<file path="src/design/efs_pkg.sv">
package efs_pkg;

   // ----------------------------------------
   // Register map (byte addresses)
   // ----------------------------------------
   localparam logic [31:0] ADDR_STATUS = 32'h0000_00c8;
   localparam logic [31:0] ADDR_MASK = 32'h0000_00cc;
   localparam logic [31:0] ADDR_MSG_CNT = 32'h0000_00d0;
   localparam logic [31:0] ADDR_CAUSE = 32'h0000_00d4;

   // ----------------------------------------
   // Reset values and field layout
   // ----------------------------------------
   localparam logic [15:0] STATUS_RESET = 16'h0000;
   localparam logic [15:0] MASK_RESET = 16'h0000;
   localparam logic [15:0] MSG_CNT_RESET = 16'h0000;
   localparam logic [15:0] CAUSE_RESET = 16'h0000;
   localparam logic [15:0] FLAG_IMPL = 16'h033e; // Implemented flag bits
   localparam int unsigned BIT_LOCK = 9;
   localparam int unsigned BIT_SMI = 8;
   localparam int unsigned BIT_USC = 5;
   localparam int unsigned BIT_OOA = 4;
   localparam int unsigned BIT_IAA = 3;
   localparam int unsigned BIT_BTE = 2;
   localparam int unsigned BIT_CMD = 1;

   // ----------------------------------------
   // Bus encodings and states
   // ----------------------------------------
   localparam logic [2:0] HSIZE_WORD = 3'h2;
   localparam logic HRESP_OKAY = 1'b0;

   typedef enum logic [1:0] {
      EFS_ST_IDLE = 2'h0,
      EFS_ST_WRITE = 2'h1,
      EFS_ST_RD_WAIT = 2'h3,
      EFS_ST_RD_DATA = 2'h2
   } efs_bus_state_type;

endpackage

</file>
<file path="src/design/efs_ahb_port.sv">
`timescale 1ns/1ns
`default_nettype none

module efs_ahb_port (
   input wire logic i_core_clk, // Core clock
   input wire logic i_rst_n, // Async reset, active low
   input wire logic i_hsel, // Slave select
   input wire logic [31:0] i_haddr, // Byte address
   input wire logic [1:0] i_htrans, // Transfer type
   input wire logic i_hwrite, // Write when high
   input wire logic [2:0] i_hsize, // Transfer size
   input wire logic [31:0] i_hwdata, // Write data
   input wire logic i_hready, // Bus ready
   output logic [31:0] o_hrdata, // Read data
   output logic o_hreadyout, // Slave ready
   output logic o_hresp, // Always OKAY
   output logic o_wr_en, // Register write strobe
   output logic [31:0] o_addr, // Captured address
   output logic [31:0] o_wr_data, // Write data
   input wire logic [31:0] i_rd_data // Read mux value
);

   typedef struct packed {
      efs_pkg::efs_bus_state_type st;
      logic [31:0] addr;
      logic [31:0] rdata;
   } efs_port_state_type;

   efs_port_state_type r_reg;
   efs_port_state_type r_next;
   logic take;

   // ----------------------------------------
   // Transfer sequencing
   // ----------------------------------------
   // Reads take one wait state so that hrdata comes from a flop
   assign take = i_hsel && i_htrans[1] && i_hready;

   always_comb begin
      r_next = r_reg;
      case (r_reg.st)
         efs_pkg::EFS_ST_RD_WAIT: begin
            r_next.st = efs_pkg::EFS_ST_RD_DATA;
            r_next.rdata = i_rd_data;
         end
         default: begin
            if (take) begin
               r_next.addr = i_haddr;
               if (!i_hwrite) begin
                  r_next.st = efs_pkg::EFS_ST_RD_WAIT;
               end else if (i_hsize == efs_pkg::HSIZE_WORD) begin
                  r_next.st = efs_pkg::EFS_ST_WRITE;
               end else begin
                  r_next.st = efs_pkg::EFS_ST_IDLE; // Narrow writes dropped
               end
            end else begin
               r_next.st = efs_pkg::EFS_ST_IDLE;
            end
         end
      endcase
   end

   always_ff @(posedge i_core_clk or negedge i_rst_n) begin
      if (!i_rst_n) begin
         r_reg <= '{efs_pkg::EFS_ST_IDLE, 32'h0000_0000, 32'h0000_0000};
      end else begin
         r_reg <= r_next;
      end
   end

   // Outputs
   assign o_hrdata = r_reg.rdata;
   assign o_hreadyout = (r_reg.st != efs_pkg::EFS_ST_RD_WAIT);
   assign o_hresp = efs_pkg::HRESP_OKAY;
   assign o_wr_en = (r_reg.st == efs_pkg::EFS_ST_WRITE);
   assign o_addr = r_reg.addr;
   assign o_wr_data = i_hwdata;

endmodule

`default_nettype wire

</file>
<file path="src/design/efs_msg_queue.sv">
`timescale 1ns/1ns
`default_nettype none

module efs_msg_queue #(
   parameter int unsigned CNT_W = 4 // Pending counter width
) (
   input wire logic i_core_clk, // Core clock
   input wire logic i_rst_n, // Async reset, active low
   input wire logic i_req, // One message wanted
   output logic o_msg_valid, // Message offered to link
   input wire logic i_msg_ready, // Link takes message
   output logic o_sent, // Message handed over
   output logic [CNT_W-1:0] o_pending // Messages still owed
);

   typedef struct packed {
      logic [CNT_W-1:0] pend;
   } efs_queue_state_type;

   efs_queue_state_type r_reg;
   efs_queue_state_type r_next;

   // ----------------------------------------
   // Owed-message counter
   // ----------------------------------------
   // Request and send in one cycle cancel, so none is lost
   always_comb begin
      r_next = r_reg;
      if (i_req && !o_sent && !(&r_reg.pend)) begin
         r_next.pend = r_reg.pend + {{(CNT_W-1){1'b0}}, 1'b1};
      end else if (!i_req && o_sent) begin
         r_next.pend = r_reg.pend - {{(CNT_W-1){1'b0}}, 1'b1};
      end
   end

   always_ff @(posedge i_core_clk or negedge i_rst_n) begin
      if (!i_rst_n) begin
         r_reg <= '0;
      end else begin
         r_reg <= r_next;
      end
   end

   assign o_msg_valid = (r_reg.pend != '0);
   assign o_sent = o_msg_valid && i_msg_ready;
   assign o_pending = r_reg.pend;

endmodule

`default_nettype wire

</file>
<file path="src/design/efs_error_flags.sv">
`timescale 1ns/1ns
`default_nettype none

// Functional notes
// - Flags set on detection, regardless of reporting.
// - One message per cycle in which any enabled flag rises.
// - Writing one clears a flag; zero keeps.
// - Bit 9: lock outside system memory.
// - Bit 8: SMI from graphics software trigger.
// - Bit 5: unknown hub link special cycle.
// - Bit 4: AGP access outside aperture.
// - Bit 3: outside aperture, legacy or above top.
// - Bit 2: bad translation entry inside aperture.
// - Bit 1: malformed or unsupported AGP command.
// - Message needs flag and global enables.

module efs_error_flags #(
   parameter int unsigned QUEUE_W = 4 // Owed message counter width
) (
   input wire logic i_core_clk, // Core clock, 125 MHz
   input wire logic i_rst_n, // Async reset, active low
   // AHB-Lite slave
   input wire logic i_hsel, // Slave select
   input wire logic [31:0] i_haddr, // Byte address
   input wire logic [1:0] i_htrans, // Transfer type
   input wire logic i_hwrite, // Write when high
   input wire logic [2:0] i_hsize, // Transfer size
   input wire logic [31:0] i_hwdata, // Write data
   input wire logic i_hready, // Bus ready
   output logic [31:0] o_hrdata, // Read data
   output logic o_hreadyout, // Slave ready
   output logic o_hresp, // Response, always OKAY
   // Error detections, one-cycle pulses
   input wire logic i_lock_miss_evt, // Lock not in system memory
   input wire logic i_smi_evt, // SMI raised
   input wire logic i_smi_from_sw, // SMI source is graphics trigger
   input wire logic i_special_cycle_evt, // Unknown special cycle seen
   input wire logic i_agp_access_evt, // AGP access decoded
   input wire logic i_agp_outside_aperture, // Access misses aperture
   input wire logic i_agp_legacy_hit, // Access in 640 KB..1 MB
   input wire logic i_agp_above_tom, // Access above top of memory
   input wire logic i_agp_bad_entry, // Translation entry invalid
   input wire logic i_agp_bad_cmd_evt, // Bad AGP command
   // Enables held in other registers
   input wire logic [15:0] i_error_report_enables, // Per-flag enables
   input wire logic i_function_command_serr_en, // Global enable
   // Hub link message and interrupt
   output logic o_serr_msg_valid, // Error message offered
   input wire logic i_serr_msg_ready, // Hub link takes it
   output logic o_irq, // Level interrupt
   output logic [15:0] o_error_flag_status // Flag register view
);

   // ----------------------------------------
   // State
   // ----------------------------------------
   typedef struct packed {
      logic [15:0] flags;
      logic [15:0] mask;
      logic [15:0] msg_cnt;
      logic [15:0] cause;
   } efs_flag_state_type;

   efs_flag_state_type r_reg;
   efs_flag_state_type r_next;

   logic wr_en;
   logic [31:0] addr;
   logic [31:0] wr_data;
   logic [31:0] rd_data;
   logic [15:0] set_vec;
   logic [15:0] clr_vec;
   logic [15:0] rise_vec;
   logic [15:0] report_vec;
   logic msg_req;
   logic msg_sent;
   logic [QUEUE_W-1:0] pending;

   // ----------------------------------------
   // Functions
   // ----------------------------------------
   // Exact word match on the full address
   function automatic logic hit(input logic [31:0] a, input logic [31:0] base);
      hit = (a == base);
   endfunction

   // Read mux; unmapped words read as zero
   function automatic logic [31:0] read_word(input logic [31:0] a,
                                             input efs_flag_state_type s,
                                             input logic [15:0] pend);
      read_word = 32'h0000_0000;
      if (hit(a, efs_pkg::ADDR_STATUS)) begin
         read_word = {16'h0000, s.flags & efs_pkg::FLAG_IMPL};
      end else if (hit(a, efs_pkg::ADDR_MASK)) begin
         read_word = {16'h0000, s.mask};
      end else if (hit(a, efs_pkg::ADDR_MSG_CNT)) begin
         read_word = {pend, s.msg_cnt};
      end else if (hit(a, efs_pkg::ADDR_CAUSE)) begin
         read_word = {16'h0000, s.cause};
      end
   endfunction

   // ----------------------------------------
   // Bus front end
   // ----------------------------------------
   efs_ahb_port u_port (
      .i_core_clk(i_core_clk),
      .i_rst_n(i_rst_n),
      .i_hsel(i_hsel),
      .i_haddr(i_haddr),
      .i_htrans(i_htrans),
      .i_hwrite(i_hwrite),
      .i_hsize(i_hsize),
      .i_hwdata(i_hwdata),
      .i_hready(i_hready),
      .o_hrdata(o_hrdata),
      .o_hreadyout(o_hreadyout),
      .o_hresp(o_hresp),
      .o_wr_en(wr_en),
      .o_addr(addr),
      .o_wr_data(wr_data),
      .i_rd_data(rd_data)
   );

   assign rd_data = read_word(addr, r_reg, {{(16-QUEUE_W){1'b0}}, pending});

   // ----------------------------------------
   // Detection to flag bits
   // ----------------------------------------
   // Enables are not looked at here: flags record every event
   always_comb begin
      set_vec = 16'h0000;
      set_vec[efs_pkg::BIT_LOCK] = i_lock_miss_evt;
      set_vec[efs_pkg::BIT_SMI] = i_smi_evt && i_smi_from_sw;
      set_vec[efs_pkg::BIT_USC] = i_special_cycle_evt;
      set_vec[efs_pkg::BIT_OOA] = i_agp_access_evt && i_agp_outside_aperture;
      set_vec[efs_pkg::BIT_IAA] = i_agp_access_evt && i_agp_outside_aperture
                                  && (i_agp_legacy_hit || i_agp_above_tom);
      set_vec[efs_pkg::BIT_BTE] = i_agp_access_evt && !i_agp_outside_aperture
                                  && i_agp_bad_entry;
      set_vec[efs_pkg::BIT_CMD] = i_agp_bad_cmd_evt;
   end

   // Ones written to the flag word clear; zeros do nothing
   assign clr_vec = (wr_en && hit(addr, efs_pkg::ADDR_STATUS)) ?
                    (wr_data[15:0] & efs_pkg::FLAG_IMPL) : 16'h0000;

   // ----------------------------------------
   // Next state
   // ----------------------------------------
   always_comb begin
      r_next = r_reg;
      // Set beats clear in the same cycle, so no event is lost
      r_next.flags = ((r_reg.flags & ~clr_vec) | set_vec) & efs_pkg::FLAG_IMPL;
      if (wr_en && hit(addr, efs_pkg::ADDR_MASK)) begin
         r_next.mask = wr_data[15:0] & efs_pkg::FLAG_IMPL;
      end
      if (msg_sent) begin
         r_next.msg_cnt = r_reg.msg_cnt + 16'h0001;
      end
      if (msg_req) begin
         r_next.cause = report_vec;
      end
   end

   // Only a true 0-to-1 change counts; a flag already set stays quiet
   assign rise_vec = r_next.flags & ~r_reg.flags;
   assign report_vec = rise_vec & i_error_report_enables & efs_pkg::FLAG_IMPL;
   // Several flags rising together yield one message
   assign msg_req = i_function_command_serr_en && (report_vec != 16'h0000);

   always_ff @(posedge i_core_clk or negedge i_rst_n) begin
      if (!i_rst_n) begin
         r_reg <= '{efs_pkg::STATUS_RESET, efs_pkg::MASK_RESET,
                    efs_pkg::MSG_CNT_RESET, efs_pkg::CAUSE_RESET};
      end else begin
         r_reg <= r_next;
      end
   end

   // ----------------------------------------
   // Hub link message queue
   // ----------------------------------------
   // A slow link must not swallow messages, so owed ones are counted
   efs_msg_queue #(
      .CNT_W(QUEUE_W)
   ) u_queue (
      .i_core_clk(i_core_clk),
      .i_rst_n(i_rst_n),
      .i_req(msg_req),
      .o_msg_valid(o_serr_msg_valid),
      .i_msg_ready(i_serr_msg_ready),
      .o_sent(msg_sent),
      .o_pending(pending)
   );

   // Outputs
   assign o_irq = ((r_reg.flags & r_reg.mask) != 16'h0000);
   assign o_error_flag_status = r_reg.flags;

   // ----------------------------------------
   // Checks
   // ----------------------------------------
   logic [15:0] clr_only;
   logic [15:0] keep_vec;

   // Helpers: bits cleared without a competing set, bits kept
   assign clr_only = clr_vec & ~set_vec;
   assign keep_vec = r_reg.flags & ~clr_vec;
endmodule

`default_nettype wire

</file>
<file path="config.mk">
export PLATFORM = sky130hd
export DESIGN_NAME = efs_error_flags
export DESIGN_NICKNAME = d
export VERILOG_FILES = /design/src/design/efs_pkg.sv /design/src/design/efs_ahb_port.sv /design/src/design/efs_msg_queue.sv /design/src/design/efs_error_flags.sv
export SDC_FILE = /design/constraint.sdc
export NUM_CORES = 1
export LEC_CHECK = 0
export BUFFER_PORTS_ARGS = -buffer_cell sky130_fd_sc_hd__buf_2
export CORE_UTILIZATION = 51
export CTS_CLUSTER_DIAMETER = 40
export CTS_CLUSTER_SIZE = 40
export DETAILED_ROUTE_END_ITERATION = 12
export GPL_TIMING_DRIVEN = 0
export MAX_ROUTING_LAYER = met4
export PLACE_DENSITY = 0.81
export SYNTH_ARGS = -nofsm -noshare
export SYNTH_HDL_FRONTEND = slang
export SYNTH_SLANG_ARGS = --single-unit
</file>
<file path="constraint.sdc">
create_clock -name i_core_clk -period 3.1 [get_ports i_core_clk]
set_input_delay 0 -clock i_core_clk [delete_from_list [all_inputs] [get_ports i_core_clk]]
set_output_delay 0 -clock i_core_clk [all_outputs]
set_load 0.02 [all_outputs]
</file>
* Word level (Yosys, flattened, before mapping)
Cells that the tools add are included.
** Word-level totals
- Bits in registers :: 107
- Output and inout bits :: 52
** Cells by class
- Add/subtract/negate cells :: 3
- Equal/unequal tests :: 8
- Mux-type cells :: 11
- Bitwise operators :: 8
- Reductions and logical operators :: 25
** Operator list (number)
- equality test 32 x 8 -> 1 bit (second input constant) :: 4
- AND 10 bit :: 4
- two-way mux 20 bit :: 2
- two-way mux 32 bit :: 1
- nonzero test 16 bit :: 2
- two-way mux 10 bit :: 2
- NOT 10 bit :: 2
- adder 16 x 1 -> 16 bit (second input constant) :: 1
- logical AND 1 bit :: 14
- OR 10 bit :: 1
- two-way mux 4 bit :: 2
- two-way mux 2 bit :: 3
- adder 4 x 1 -> 4 bit (second input constant) :: 1
- zero test 1 bit :: 4
- AND reduction 4 bit :: 1
- nonzero test 4 bit :: 1
- subtractor 4 x 1 -> 4 bit (second input constant) :: 1
- equality test 3 x 2 -> 1 bit (second input constant) :: 1
- equality test 2 x 1 -> 1 bit (second input constant) :: 1
- equality test 2 bit (second input constant) :: 1
- != test 2 bit (second input constant) :: 1
- AND reduction 2 bit :: 1
- nonzero test 2 bit :: 1
- logical OR 1 bit :: 1
- 2 further kinds :: 2

* Depth between registers and ports, before layout
- Depth in word-level cells :: 14
- Gate-level depth with buffers :: 11
- Gate-level depth less buffers :: 10

* By module
From an unflattened synthesis, not the netlist that was laid out.
** Second synthesis, totals
- Cells, all modules :: 500
- Area, all modules :: 6052.1 µm²
** Modules (own cells, without submodules)
- efs_ahb_port :: instances 1, cells an instance 241, area each 3452.1 µm², sequential area each 1651.6 µm²
- efs_error_flags :: instances 1, cells an instance 230, area each 2297.2 µm², sequential area each 925.9 µm²
- efs_msg_queue :: instances 1, cells an instance 29, area each 302.8 µm², sequential area each 100.1 µm²

* Worst setup path after synthesis
No wires, ideal clock.
- Kind :: reg-to-reg
- Start :: register r_reg (netlist bit o_error_flag_status[5])
- End :: register u_queue.r_reg (netlist bit u_queue.o_pending[3])
- Data arrival time :: 2575 ps
- Slack :: 435 ps
- Cell stages (with the launch flop) :: 12
- Path buffers :: 1
- Clock period less this slack :: 2665 ps
- Cell sequence :: dfrtp_1 -> nand3b_1 -> nand2_1 -> o41ai_2 -> clkbuf_1 -> nand2b_1 -> ha_1 -> a21o_1 -> a21oi_1 -> nand2_1 -> or3b_2 -> o2111ai_1
** On the way
- Word-level cells in the longest chain between the ends :: 9
** RTL lines
- start, declared :: line efs_error_flags.sv:64 : efs_flag_state_type r_reg;
- start signal, assigned :: line efs_error_flags.sv:174 : r_reg <= '{efs_pkg::STATUS_RESET, efs_pkg::MASK_RESET,
- start signal, assigned :: line efs_error_flags.sv:177 : r_reg <= r_next;
- AND 10 bit
- OR 10 bit :: line efs_error_flags.sv:154 : r_next.flags = ((r_reg.flags & ~clr_vec) | set_vec) & efs_pkg::FLAG_IMPL;
- AND 10 bit (*) :: line efs_error_flags.sv:167 : assign rise_vec = r_next.flags & ~r_reg.flags;
- AND 10 bit (*) :: line efs_error_flags.sv:168 : assign report_vec = rise_vec & i_error_report_enables & efs_pkg::FLAG_IMPL;
- nonzero test 16 bit (*) :: line efs_error_flags.sv:170 : assign msg_req = i_function_command_serr_en && (report_vec != 16'h0000);
- logical AND 1 bit (*) :: line efs_error_flags.sv:170
- logical AND 1 bit or zero test 1 bit (tied branches) :: line efs_msg_queue.sv:29, efs_msg_queue.sv:31
- logical AND 1 bit (on tied branches) :: line efs_msg_queue.sv:29, efs_msg_queue.sv:31
- two-way mux 4 bit or nonzero test 2 bit (tied branches)
- end signal, assigned :: line efs_msg_queue.sv:40 : r_reg <= r_next;
- end, declared :: line efs_msg_queue.sv:20 : efs_queue_state_type r_reg;
Mark *: on every way between the ends. The rest lies on a longest branch, timed or not.
A chain may end at the register's enable or synchronous reset.

* Final worst setup path
- Start :: input port i_agp_outside_aperture
- End :: register u_queue.r_reg (netlist bit u_queue.o_pending[3])
** On the way
- Word-level cells in the longest chain between the ends :: 11
** RTL lines
- start, declared :: line efs_error_flags.sv:39 : input wire logic i_agp_outside_aperture,
- zero test 1 bit :: line efs_error_flags.sv:139 : set_vec[efs_pkg::BIT_BTE] = i_agp_access_evt && !i_agp_outside_aperture
- logical AND 1 bit :: line efs_error_flags.sv:139
- logical AND 1 bit :: line efs_error_flags.sv:140 : && i_agp_bad_entry;
- OR 10 bit (*) :: line efs_error_flags.sv:154
- AND 10 bit (*) :: line efs_error_flags.sv:167
- AND 10 bit (*) :: line efs_error_flags.sv:168
- nonzero test 16 bit (*) :: line efs_error_flags.sv:170
- logical AND 1 bit (*) :: line efs_error_flags.sv:170
- logical AND 1 bit or zero test 1 bit (tied branches) :: line efs_msg_queue.sv:29, efs_msg_queue.sv:31
- logical AND 1 bit (on tied branches) :: line efs_msg_queue.sv:29, efs_msg_queue.sv:31
- two-way mux 4 bit or nonzero test 2 bit (tied branches)
Marks and branches as above.

==> qor.txt <==
Final ANT Viol Nets: 0
Syn_area_per_cell: 11.36 sq um
CTS sink count: 95
FF/Latch Area: 2380 sq um
Leak: 2.992 nW
Fin. max-slew vios: 0
Rows: 34
Routed len/inst: 15.61 microns
Final Critical Period: 3.002 ns
HPWL after DPL: 7020 microns
Die width: 97.21 microns
Critical path arrival: 3.27 ns
Worst Setup SP: i_agp_outside_aperture
Number of top-level pins: 154
Core area: 8763 sq um
Cell area after layout: 6240 sq um
First-pass GRT wire length: 18660 microns
Sw frac: 28.74%
Critical setup path kind: in -> reg
Starting Density: 52.76%
Post-Route WL: 11150 microns
Top cells by count, synth: dfrtp_1, buf_4, mux2_2, nand2_1
Largest family of logic cells by synthesized area: simple AND/OR/NAND/NOR gates
Layout cell share with drive strength beyond 1: 35.97%
Internal Power: 2.193 mW
Number of synthesized flops with an enable pin: 0
Layout area overhead: 34.97%
Chip height: 97.21 microns
Clock Skew: 0.01210 ns
Root Driver: clkbuf_8
Post-synth top area cell: dfrtp_1
Mapped Area: 4623 sq um
Vias per cell: 5.221
Setup TNS: 0 ns
Simple-Gate Fraction of Synth Area: 13.13%
#FFs+latches synth: 95
Clk pwr share: 29.4%
Reg2reg start: o_error_flag_status[8]
Crit path capture type: flip-flop
Clock Latency Late Sink: 0.36 ns
Power per standard cell area: 493.2 nW/um^2
Setup WS post-layout: 0.09810 ns
Max reg flops: 32
Worst Path Required: 3.37 ns
Clk buf depth: 2
Yosys cell types: 52
CTS tree: built
Sequential area share after synthesis: 51.42%
Worst hold start: i_error_report_enables[8]
Remaining Overflow, GRT: 0
Worst VDD drop: 0.3964 mV
Synth Warn #: 0
Multi-input logic area: 1864 sq um
GP Congestion: 0.9070
NetSw: 0.8843 mW
Worst hold margin: 0.01692 ns
Vias: 3728
Initial DRC Count: 172
RSZ-0062 raised after global routing: no
Slew of the pin with the lowest slew margin: 0.5925 ns
CTS Buf Count: 9
Placed inst area: 5348 sq um
Adder-cell share of the synthesized area: 1.245%
Clock transition at path regs: 0.09 ns
Most area-consuming cells after synthesis: dfrtp_1, mux2_2, buf_4
Final Net Count: 707
Tcrit/Tclk final: 96.84%
DRC violations left: 0
Initial antenna violation count: 0
Cells after synthesis: 407
Largest net degree at the start of global routing: 76
Pre-CTS setup slack: -0.07304 ns
Final Power: 3.077 mW
Mux cell area share after synthesis: 10.88%
Worst Hold Class: in -> reg
Setup violations, final: 0
Die ar.: 9450 sq um
Count of final hold-check violations: 0
Vias in the first global route: 3816
Fraction of registers with async set/reset: 100.0%
Compound-Gate Fraction of Synth Area: 9.824%
Post-synthesis xor/xnor area fraction: 3.221%
H-tree depth: 3
Status: completed
Max Clk Rate: 0.3331 GHz
Max Cap Violations: 0
Top-count cell post-synth: dfrtp_1
Drt pass-1 iters: 4
Share of the synthesized area in the top cell type: 51.42%
Max-slew headroom: 60.50%
IO buf count: 96
Reg power frac: 50.4%
Fill cells: 653
CP Max Fanout: 10
Logic pwr share: 20.2%
All-Layer GR Usage: 25.75%
Main synth FF type: dfrtp_1
Antenna cells: 0
Crit start category: input port
==> logic make-up after synthesis <==
group	Yosys count
adders and majority gates	4
AOI/OAI and AO/OA	62
and+or+nand+nor	109
xor gates and xnor gates	17
buffers and inverters	74
DFF	95
other	1
muxes	45
==> layout make-up <==
cell class / count / share of cell area (%)
inverter: 9 / 0.5414
multi-input combinational: 259 / 29.88
clock inverter: 7 / 1.644
tap: 108 / 2.166
buffer: 65 / 7.078
sequential: 95 / 38.14
timing repair buffer: 162 / 18.57
clock buffer: 9 / 1.985
==> what timing repair did <==
item,4_1_cts,5_1_grt
endpoints found under the setup margin,1,1
hold endpoints to repair,149,0
pin swaps,0,1
setup buffers,0,1
gates resized for setup,2,5
hold buffers,64,0
==> final timing paths <==
check / to / slack [ns] / depth (start not counted)
min reg2reg: r_reg[31] / 0.47 / 1
min: r_reg[8] / 0.02 / 3
max reg2reg: u_queue.o_pending[3] / 0.14 / 11
max in group asynchronous: o_error_flag_status[9] / 2.39 / 3
max: u_queue.o_pending[3] / 0.1 / 13
min in group asynchronous: u_port.o_hrdata[6] / 0.06 / 2
==> metal layers <==
layer / share of wire [%] / global-route usage [%] / vias to the layer above
li1: - / - / 1769
met1: 40 / 29.94 / 1788
met2: 52 / 44.20 / 142
met3: 5.5 / 4.460 / 29
met4: 2.8 / 10.86 / 0
met5: 0 / - / -
==> per-stage QoR <==
step	utilization, %	cells
floorplan	-	428
detailed placement	61.02	633
global placement	60.68	632
global route	71.20	714
CTS	71.06	713
finish	71.20	714
==> cells in the final DEF (no fill, tap or decap), types with 3 or more instances in the layout <==
master,synthesis,final
nor2_1,14,14
a22o_1,13,13
or4_1,4,4
buf_4,49,52
xor2_1,8,8
mux2i_1,3,3
nand3b_1,5,5
o41ai_1,6,6
o21ai_0,15,15
mux2_2,42,42
nand3_1,15,15
buf_2,2,97
inv_1,9,9
nand4_1,6,6
conb_1,1,22
a221oi_1,6,6
dfrtp_1,95,93
clkbuf_8,0,9
nor4_1,4,4
xnor2_1,9,9
clkbuf_1,12,11
nand2b_1,4,4
a21oi_1,9,9
ha_1,3,3
dlygate4sd3_1,0,64
nand2_1,36,36
inv_6,0,3
==> power by group through the flow <==
stage / Sequential (mW) / Combinational [mW] / Clock (mW)
CTS: 1.55 / 0.611 / 0.920
floorplan: 1.53 / 0.407 / 0
detailed placement: 1.57 / 0.551 / 0
finish: 1.55 / 0.622 / 0.905
global placement: 1.56 / 0.515 / 0
global route: 1.58 / 0.692 / 0.968
==> critical path: stages <==
cell and delay, ns:
dlygate4sd3_1 0.56, buf_2 0.15, nand3b_1 0.19, nor3b_1 0.50, o41ai_4 0.17, buf_4 0.20
nand2b_1 0.20, ha_1 0.29, a21o_1 0.18, a21oi_1 0.21, nand2_1 0.10, or3b_2 0.44
o2111ai_1 0.08
Note: power is estimated with default switching activity, not from simulation.
